`src/rtl/sbs_pkg.sv`:
```
// constants and types shared by the session sequencer
package sbs_pkg;
  localparam logic [7:0] CTL_CONNECT_REQUEST = 8'h01;
  localparam logic [7:0] CTL_CONNECT_REPLY = 8'h02;
  localparam logic [7:0] CTL_DISCONNECT_REQUEST = 8'h03;
  localparam logic [7:0] CTL_DISCONNECT_REPLY = 8'h04;
  localparam logic [7:0] CTL_DATA = 8'h05;
  localparam logic [7:0] CTL_ACK = 8'h06;
  localparam logic [7:0] CTL_ECHO_REQUEST = 8'h0B;
  localparam logic [7:0] CTL_LOOPBACK_REPLY = 8'h0C;
  localparam logic [7:0] SUB_GREETING = 8'h01;
  localparam logic [7:0] SUB_GREETING_REPLY = 8'h02;
  localparam logic [7:0] SUB_WRITE_DATA = 8'h05;
  localparam logic [3:0] SEQ_RESET = 4'h0;
  localparam logic [7:0] TID_RESET = 8'h00;
  localparam logic [3:0] ERR_NONE = 4'h0;
  localparam logic [3:0] ERR_SEQUENCE = 4'h1;
  localparam logic [3:0] ERR_ALREADY_OPEN = 4'h2;
  localparam logic [3:0] ERR_NOT_OPEN = 4'h3;
  localparam logic [3:0] ERR_NOT_GREETED = 4'h4;
  localparam logic [3:0] ERR_BAD_CHANNEL = 4'h5;
  typedef enum logic [2:0] {
    SBS_CLOSED = 3'b000,
    SBS_WAIT_REPLY_ACK = 3'b001,
    SBS_CONNECTED = 3'b010,
    SBS_WAIT_GREET_ACK = 3'b011,
    SBS_OPEN = 3'b100,
    SBS_WAIT_DISC_ACK = 3'b101
  } sbs_state_e;
endpackage

```
`src/rtl/sbs_advance_decode.sv`:
```
// decides whether an acknowledged command advances counters
`timescale 1ns/1ps
module sbs_advance_decode (
  input wire logic [7:0] ctl,
  input wire logic [7:0] sub,
  input wire logic sig_ok,
  output logic adv_seq,
  output logic adv_tid
);
  always_comb begin
    adv_seq = 1'b0;
    adv_tid = 1'b0;
    case (ctl)
      sbs_pkg::CTL_DATA: begin
        adv_seq = 1'b1;
        // only write data steps the transaction id too, and only with sig_ok set
        adv_tid = (sub == sbs_pkg::SUB_WRITE_DATA) && sig_ok;
      end
      sbs_pkg::CTL_ECHO_REQUEST, sbs_pkg::CTL_LOOPBACK_REPLY: begin
        adv_seq = 1'b1;
      end
      default: begin
        adv_seq = 1'b0;
      end
    endcase
  end
endmodule

```
`src/rtl/sbs_sequencer.sv`:
```
// session sequencer for the secure boot loader link
// Summary of operation
// - device keeps own packet counter, advanced when acknowledgement of qualifying command completes.
// - only data transfer, greeting, greeting reply, echo and loopback acknowledgements advance.
// - unexpected packet counter value is a protocol error ending the session.
// - transaction id advances after signed, verified host-to-device write data, or after the host ack of device write data.
// - greeting exchange advances packet counter, leaves transaction id unchanged.
// - connect and disconnect commands, replies and acknowledgements never advance the counter; the disconnect reply ack resets it to zero.
// - host write data advances counter after its acknowledgement, and transaction id only when signed and verified.
// - connect request while session open raises an error.
// - opening runs request, ack, reply, ack with counter held at zero.
// - greeting at 0, reply at 1, final ack makes 2, session open.
// - control code 0x01 connect request, 0x02 connect reply.
// - control code 0x03 disconnect request, 0x04 disconnect reply.
// - control code 0x06 is the acknowledgement.
// - device write-data response advances both after host acknowledgement.
// - four-bit counter wraps modulo 16; acknowledgements are not new segments.
// - acknowledgement carries channel and counter of the acknowledged command.
`timescale 1ns/1ps
module sbs_sequencer (
  input wire logic clock,
  input wire logic nrst,
  input wire logic clk_en,
  input wire logic rx_valid,
  input wire logic [7:0] rx_ctl,
  input wire logic [7:0] rx_sub,
  input wire logic [3:0] rx_channel,
  input wire logic [3:0] rx_seq,
  input wire logic rx_sig_ok,
  input wire logic tx_valid,
  input wire logic [7:0] tx_ctl,
  input wire logic [7:0] tx_sub,
  output logic ack_valid,
  output logic [7:0] ack_ctl,
  output logic [3:0] ack_channel,
  output logic [3:0] ack_seq,
  output logic reply_valid,
  output logic [7:0] reply_ctl,
  output logic [3:0] packet_counter,
  output logic [7:0] transaction_id,
  output logic [3:0] channel_id,
  output logic session_open,
  output logic error_pulse,
  output logic [3:0] error_code
);
  sbs_pkg::sbs_state_e state_r, state_nxt;
  logic [3:0] seq_r, seq_nxt;
  logic [7:0] tid_r, tid_nxt;
  logic [3:0] chan_r, chan_nxt;
  logic ack_valid_r, ack_valid_nxt;
  logic [7:0] ack_ctl_r, ack_ctl_nxt;
  logic [3:0] ack_chan_r, ack_chan_nxt;
  logic [3:0] ack_seq_r, ack_seq_nxt;
  logic rep_valid_r, rep_valid_nxt;
  logic [7:0] rep_ctl_r, rep_ctl_nxt;
  logic err_r, err_nxt;
  logic [3:0] code_r, code_nxt;
  // open flag registered on its own so the port comes straight from a flop
  logic open_r, open_nxt;
  // command awaiting the host acknowledgement of a device transmission
  logic [7:0] pend_ctl_r, pend_ctl_nxt;
  logic [7:0] pend_sub_r, pend_sub_nxt;
  logic [7:0] dec_ctl, dec_sub;
  logic dec_sig, adv_seq, adv_tid;

  sbs_advance_decode u_dec (
    .ctl(dec_ctl),
    .sub(dec_sub),
    .sig_ok(dec_sig),
    .adv_seq(adv_seq),
    .adv_tid(adv_tid)
  );

  // an incoming ack applies to our pending transmission, any other
  // command is decoded directly because we ack it in the same step
  always_comb begin
    if (rx_ctl == sbs_pkg::CTL_ACK) begin
      dec_ctl = pend_ctl_r;
      dec_sub = pend_sub_r;
      dec_sig = 1'b1; // acked write data steps the id without a signature check
    end else begin
      dec_ctl = rx_ctl;
      dec_sub = rx_sub;
      dec_sig = rx_sig_ok;
    end
  end

  function automatic logic is_data(input logic [7:0] c);
    is_data = (c == sbs_pkg::CTL_DATA) || (c == sbs_pkg::CTL_ECHO_REQUEST) ||
              (c == sbs_pkg::CTL_LOOPBACK_REPLY);
  endfunction

  always_comb begin
    state_nxt = state_r;
    seq_nxt = seq_r;
    tid_nxt = tid_r;
    chan_nxt = chan_r;
    ack_valid_nxt = 1'b0;
    ack_ctl_nxt = ack_ctl_r;
    ack_chan_nxt = ack_chan_r;
    ack_seq_nxt = ack_seq_r;
    rep_valid_nxt = 1'b0;
    rep_ctl_nxt = rep_ctl_r;
    err_nxt = 1'b0;
    code_nxt = code_r;
    pend_ctl_nxt = pend_ctl_r;
    pend_sub_nxt = pend_sub_r;
    if (tx_valid) begin
      // device-originated data segment waits for the host ack
      pend_ctl_nxt = tx_ctl;
      pend_sub_nxt = tx_sub;
    end
    if (rx_valid) begin
      case (state_r)
        sbs_pkg::SBS_CLOSED: begin
          if (rx_ctl == sbs_pkg::CTL_CONNECT_REQUEST && rx_seq == sbs_pkg::SEQ_RESET) begin
            chan_nxt = rx_channel;
            seq_nxt = sbs_pkg::SEQ_RESET;
            ack_valid_nxt = 1'b1;
            rep_valid_nxt = 1'b1;
            rep_ctl_nxt = sbs_pkg::CTL_CONNECT_REPLY;
            pend_ctl_nxt = sbs_pkg::CTL_CONNECT_REPLY;
            state_nxt = sbs_pkg::SBS_WAIT_REPLY_ACK;
          end else begin
            err_nxt = 1'b1;
            code_nxt = sbs_pkg::ERR_NOT_OPEN;
          end
        end
        default: begin
          if (rx_ctl == sbs_pkg::CTL_CONNECT_REQUEST) begin
            err_nxt = 1'b1;
            code_nxt = sbs_pkg::ERR_ALREADY_OPEN;
          end else if (rx_channel != chan_r || rx_seq != seq_r) begin
            // a mismatched segment is dropped with the session
            err_nxt = 1'b1;
            code_nxt = (rx_seq != seq_r) ? sbs_pkg::ERR_SEQUENCE : sbs_pkg::ERR_BAD_CHANNEL;
            state_nxt = sbs_pkg::SBS_CLOSED;
            seq_nxt = sbs_pkg::SEQ_RESET;
            tid_nxt = sbs_pkg::TID_RESET;
          end else if (rx_ctl == sbs_pkg::CTL_ACK) begin
            if (adv_seq) begin
              seq_nxt = 4'(seq_r + 4'h1);
            end
            if (adv_tid) begin
              tid_nxt = 8'(tid_r + 8'h01);
            end
            pend_ctl_nxt = 8'h00;
            case (state_r)
              sbs_pkg::SBS_WAIT_REPLY_ACK: state_nxt = sbs_pkg::SBS_CONNECTED;
              sbs_pkg::SBS_WAIT_GREET_ACK: state_nxt = sbs_pkg::SBS_OPEN;
              sbs_pkg::SBS_WAIT_DISC_ACK: begin
                state_nxt = sbs_pkg::SBS_CLOSED;
                seq_nxt = sbs_pkg::SEQ_RESET;
                tid_nxt = sbs_pkg::TID_RESET;
              end
              default: state_nxt = state_r;
            endcase
          end else if (rx_ctl == sbs_pkg::CTL_DISCONNECT_REQUEST) begin
            ack_valid_nxt = 1'b1;
            rep_valid_nxt = 1'b1;
            rep_ctl_nxt = sbs_pkg::CTL_DISCONNECT_REPLY;
            pend_ctl_nxt = sbs_pkg::CTL_DISCONNECT_REPLY;
            state_nxt = sbs_pkg::SBS_WAIT_DISC_ACK;
          end else if (state_r == sbs_pkg::SBS_CONNECTED && rx_ctl == sbs_pkg::CTL_DATA &&
                       rx_sub == sbs_pkg::SUB_GREETING) begin
            ack_valid_nxt = 1'b1;
            seq_nxt = 4'(seq_r + 4'h1);
            rep_valid_nxt = 1'b1;
            rep_ctl_nxt = sbs_pkg::CTL_DATA;
            pend_ctl_nxt = sbs_pkg::CTL_DATA;
            pend_sub_nxt = sbs_pkg::SUB_GREETING_REPLY;
            state_nxt = sbs_pkg::SBS_WAIT_GREET_ACK;
          end else if (state_r == sbs_pkg::SBS_OPEN && is_data(rx_ctl)) begin
            ack_valid_nxt = 1'b1;
            if (adv_seq) begin
              seq_nxt = 4'(seq_r + 4'h1);
            end
            if (adv_tid) begin
              tid_nxt = 8'(tid_r + 8'h01);
            end
          end else begin
            err_nxt = 1'b1;
            code_nxt = sbs_pkg::ERR_NOT_GREETED;
          end
          if (ack_valid_nxt) begin
            ack_ctl_nxt = sbs_pkg::CTL_ACK;
          end
        end
      endcase
      if (ack_valid_nxt) begin
        ack_ctl_nxt = sbs_pkg::CTL_ACK;
        ack_chan_nxt = rx_channel;
        ack_seq_nxt = rx_seq;
      end
    end
    open_nxt = (state_nxt == sbs_pkg::SBS_OPEN);
  end

  always_ff @(posedge clock) begin
    if (!nrst) begin
      state_r <= sbs_pkg::SBS_CLOSED;
      seq_r <= sbs_pkg::SEQ_RESET;
      tid_r <= sbs_pkg::TID_RESET;
      chan_r <= 4'h0;
      ack_valid_r <= 1'b0;
      ack_ctl_r <= sbs_pkg::CTL_ACK;
      ack_chan_r <= 4'h0;
      ack_seq_r <= 4'h0;
      rep_valid_r <= 1'b0;
      rep_ctl_r <= 8'h00;
      err_r <= 1'b0;
      code_r <= sbs_pkg::ERR_NONE;
      open_r <= 1'b0;
      pend_ctl_r <= 8'h00;
      pend_sub_r <= 8'h00;
    end else if (clk_en) begin
      state_r <= state_nxt;
      seq_r <= seq_nxt;
      tid_r <= tid_nxt;
      chan_r <= chan_nxt;
      ack_valid_r <= ack_valid_nxt;
      ack_ctl_r <= ack_ctl_nxt;
      ack_chan_r <= ack_chan_nxt;
      ack_seq_r <= ack_seq_nxt;
      rep_valid_r <= rep_valid_nxt;
      rep_ctl_r <= rep_ctl_nxt;
      err_r <= err_nxt;
      code_r <= code_nxt;
      open_r <= open_nxt;
      pend_ctl_r <= pend_ctl_nxt;
      pend_sub_r <= pend_sub_nxt;
    end
  end

  assign ack_valid = ack_valid_r;
  assign ack_ctl = ack_ctl_r;
  assign ack_channel = ack_chan_r;
  assign ack_seq = ack_seq_r;
  assign reply_valid = rep_valid_r;
  assign reply_ctl = rep_ctl_r;
  assign packet_counter = seq_r;
  assign transaction_id = tid_r;
  assign channel_id = chan_r;
  assign session_open = open_r;
  assign error_pulse = err_r;
  assign error_code = code_r;
endmodule

```
`config.mk`:
```
export PLATFORM = sky130hd
export DESIGN_NAME = sbs_sequencer
export DESIGN_NICKNAME = d
export VERILOG_FILES = /design/src/rtl/sbs_pkg.sv /design/src/rtl/sbs_advance_decode.sv /design/src/rtl/sbs_sequencer.sv
export SDC_FILE = /design/constraint.sdc
export NUM_CORES = 1
export LEC_CHECK = 0
export ABC_CLOCK_PERIOD_IN_PS = 3900
export BUFFER_PORTS_ARGS = -buffer_cell sky130_fd_sc_hd__buf_2
export CORE_ASPECT_RATIO = 0.7
export CORE_MARGIN = 2
export CORE_UTILIZATION = 54
export CTS_BUF_LIST = sky130_fd_sc_hd__clkbuf_4 sky130_fd_sc_hd__clkbuf_8
export CTS_CLUSTER_DIAMETER = 50
export CTS_CLUSTER_SIZE = 30
export DETAILED_ROUTE_END_ITERATION = 12
export HOLD_SLACK_MARGIN = 0.06
export PLACE_DENSITY = 0.82
export REMOVE_ABC_BUFFERS = 1
export SYNTH_ARGS = -nofsm -noshare
export SYNTH_HDL_FRONTEND = slang
export SYNTH_HIERARCHICAL = 1
export SYNTH_SLANG_ARGS = --single-unit
```
`constraint.sdc`:
```
create_clock -name clock -period 3.9 [get_ports clock]
set_input_delay 0.39 -clock clock [delete_from_list [all_inputs] [get_ports clock]]
set_output_delay 0.39 -clock clock [all_outputs]
set_load 0.02 [all_outputs]
```
==> flow_summary.yaml <==
outcome:
  status: "complete, no violations"
worst_setup_path:
  cp_slowest_stage_delay_ns: 0.52
  cp_data_required_time_ns: 4.15
  crit_arrival_ns: 3.51
  reg2reg_slack_ns: 0.99
  reg2reg_depth: 6
  criticalPathCategory: "primary input to flip-flop"
  critPathSlowestCell: "or4_1"
  worstPathMaxFanout: 13
  end_kind: "flip-flop"
  startpoint_type: "primary input"
  worstPathCellList: "buf_2 > nor4_2 > buf_4 > nand2_1 > nor3_1 > nand2_1 > nand2_1 > or4b_1 > nor4_2 > and3_1 > o2111ai_1 > or4_1 > a21oi_1"
  crit_top_cell: "nand2_1"
place:
  gp_congestion: 0.9540
  dp_slack_ns: 0.3692
  hpwl_mm: 6.991
  placed_area_um2: 3684
  io_buffers: 79
final_layout:
  num-fill-cells: 511
  multi_input_area_um2: 2047
  diodes: 0
  drive_gt1_frac: 0.2193
  seqCellArea_um2: 1061
  syn_to_final_growth_pct: 15.95
  fin_util: 0.6573
  nets: 535
  final_area_um2: 3821
synth:
  synth_seq_area_share: 0.3219
  synth_edf_count: 0
  synth_top_area_cell: "dfxtp_1"
  synth_cell_type_count: 69
  synth_top_area_frac: 0.3219
  synth-seq-cells: 53
  syn_inst: 418
  syn-mean-instance-area_um2: 7.884
  ys.flop_type: "dfxtp_1"
  yosysWarnings: 6
  synthTopCellsByArea: "dfxtp_1, nand2_1, a21oi_1, buf_4, o21ai_0"
  postSynth.asyncResetShare: 0
  syn_area_um2: 3296
routing:
  wl_mm: 9.227
  via_per_inst: 6.039
  firstDrtPassIters: 5
  wire_per_inst_um: 16.39
  antenna_left: 0
  drt-initial-drc-count: 332
  num_vias: 3400
  drc: 0
timing:
  worst_clock_skew_ns: 0.009109
  finalCritPeriodShare: 0.8368
  rsz0062_at_grt: "false"
  hold_violations: 0
  min_period_ns: 3.264
  slew_violations: 0
  fmax_ghz: 0.3064
  setup_violations: 0
  layout_setup_ws_ns: 0.6363
  max_slew_margin: 0.4770
  tightest_slew_ns: 0.7647
floorplan:
  io_pins: 94
  core_um2: 5813
  die_area_um2: 6754
  fp-row-count: 23
  initial_core_util: 0.5669
  die_y_um: 69.36
  die_x_um: 97.38
global_route:
  grt_max_degree: 28
  grtUsageMet1: 0.3960
  met3_usage: 0.05343
  grt_busiest_layer: "met2"
  grt_pass1_wl_mm: 15.26
  first_global_vias: 3098
  grt_usage: 0.2715
  grt_overflow: 0
  antenna_found_initial: 0
  grtUsageMet2: 0.4207
clock_network:
  clk_path_buf_depth: 2
  clk_pin_slew_ns: 0.10
  post-cts-setup-buffer-count: 0
  h-tree-depth: 2
  cts_hold_buf: 0
  clock_sinks: 53
  cts_made_buffers: 5
  clock-root-buffer: "clkbuf_8"
  clock_latency_ns: 0.32
  cts_tree: "done"
  cts_resized: 0
hold_path:
  holdPathStages: 2
  timing.hold.worst.class: "primary input to flip-flop"
power_and_ir_drop:
  power.density_nw_per_um2: 306.9
  ir_worst_vdd_mv: 0.2324
  power_uw: 1173
  p_leak_uw: 0.001688
run:
  max_cap_violations: 0
## synthesized netlist by cell type, types with 3 or more instances
cell type,instances
nand2_1,86
dfxtp_1,53
a21oi_1,30
o21ai_0,21
clkbuf_1,17
nor2_1,17
buf_4,14
xor2_1,12
a21o_1,11
mux2i_1,10
inv_1,9
nand3_1,9
nor2b_1,8
o31ai_1,7
a211oi_1,5
a22o_1,5
nand3b_1,5
a311oi_1,4
and2_1,4
nand4_1,4
nor4_1,4
or4_1,4
a31oi_1,3
and3_1,3
buf_2,3
nor3_1,3
nor3b_1,3
nor4_2,3
o211ai_1,3
o21a_1,3
o22ai_1,3
or3_1,3
or4b_1,3
xnor2_1,3
## cell families (layout without fill, tap and decap cells)
| family | Yosys count | count (layout) | share of synthesized area |
|---|---|---|---|
| AOI/OAI and AO/OA | 115 | 115 | 0.2380 |
| xor gates and xnor gates | 15 | 15 | 0.03986 |
| adders and majority gates | 2 | 2 | 0.007592 |
| buffers and inverters | 45 | 103 | 0.07061 |
| DFF | 53 | 53 | 0.3219 |
| muxes | 10 | 10 | 0.03037 |
| other | 2 | 14 | 0.002279 |
| and+or+nand+nor | 176 | 176 | 0.2893 |
## worst max-delay path, delay by kind of cell
family          cells  cell delay (ns)
simple gates        9             2.39
compound gates      2             0.37
buf+inv             2             0.36
## sequential cells by signal, summed over array words and instances, names as in the netlist
name / flops
session_open: 1
error_code: 3
reply_valid: 1
channel_id: 4
ack_valid: 1
reply_ctl: 3
ack_channel: 4
error_pulse: 1
packet_counter: 4
pend_sub_r: 8
ack_seq: 4
state_r: 3
pend_ctl_r: 8
transaction_id: 8
## layout by cell type (no fill, tap or decap), types with 3 or more instances in the layout
cell type  instances
nand4_1            4
nand3b_1           5
inv_1              9
nor4_2             3
a21o_1            11
or4_1              4
o31ai_1            7
or3_1              3
nor3_1             3
dfxtp_1           53
nor4_1             4
mux2i_1           10
a211oi_1           5
and2_1             4
o21a_1             3
a22o_1             5
xnor2_1            3
xor2_1            12
a311oi_1           4
o211ai_1           3
a21oi_1           30
conb_1            14
nor2b_1            8
nor2_1            17
nand2_1           86
or4b_1             3
nor3b_1            3
a31oi_1            3
o21ai_0           21
clkbuf_8           5
o22ai_1            3
buf_2             79
nand3_1            9
and3_1             3
buf_4              7
## routing by layer
| metal | vias up | part of all wire |
|---|---|---|
| met5 | - | 0 |
| met4 | 0 | 0.0082 |
| met3 | 9 | 0.088 |
| met2 | 157 | 0.45 |
| met1 | 1614 | 0.46 |
| li1 | 1620 | - |
## cell type report
cell class	count	share of cell area
Clock buffer	5	0.01801
Sequential cell	53	0.2777
Clock inverter	3	0.01801
Tap cell	75	0.02456
Timing Repair Buffer	86	0.1172
Multi-Input combinational cell	332	0.5357
Inverter	9	0.008841
## path summary, 6_finish.rpt
check,from,end
worst min-delay path,tx_ctl[6],pend_ctl_r[6]
worst max-delay path,rx_ctl[4],transaction_id[7]
worst min register to register,ack_seq[3],ack_seq[3]
worst max register to register,channel_id[3],pend_ctl_r[3]
## report_power, final
| group | switching (uW) | internal (uW) | total [uW] |
|---|---|---|---|
| sequential | 12.0 | 553 | 565 |
| clock | 194 | 258 | 452 |
| combinational | 99.2 | 55.9 | 155 |
## stage by stage
step | hold slack [ns] | TNS (ns) | cells
6_report | 0.2856 | 0 | 563
5_1_grt | 0.2876 | 0 | 563
4_1_cts | 0.2813 | 0 | 563
3_5_place_dp | 0.4489 | 0 | 555
3_3_place_gp | 0.4415 | 0 | 555
2_1_floorplan | 0.4229 | -0.3657 | 394
No activity file was read; power rests on OpenSTA's default activity.
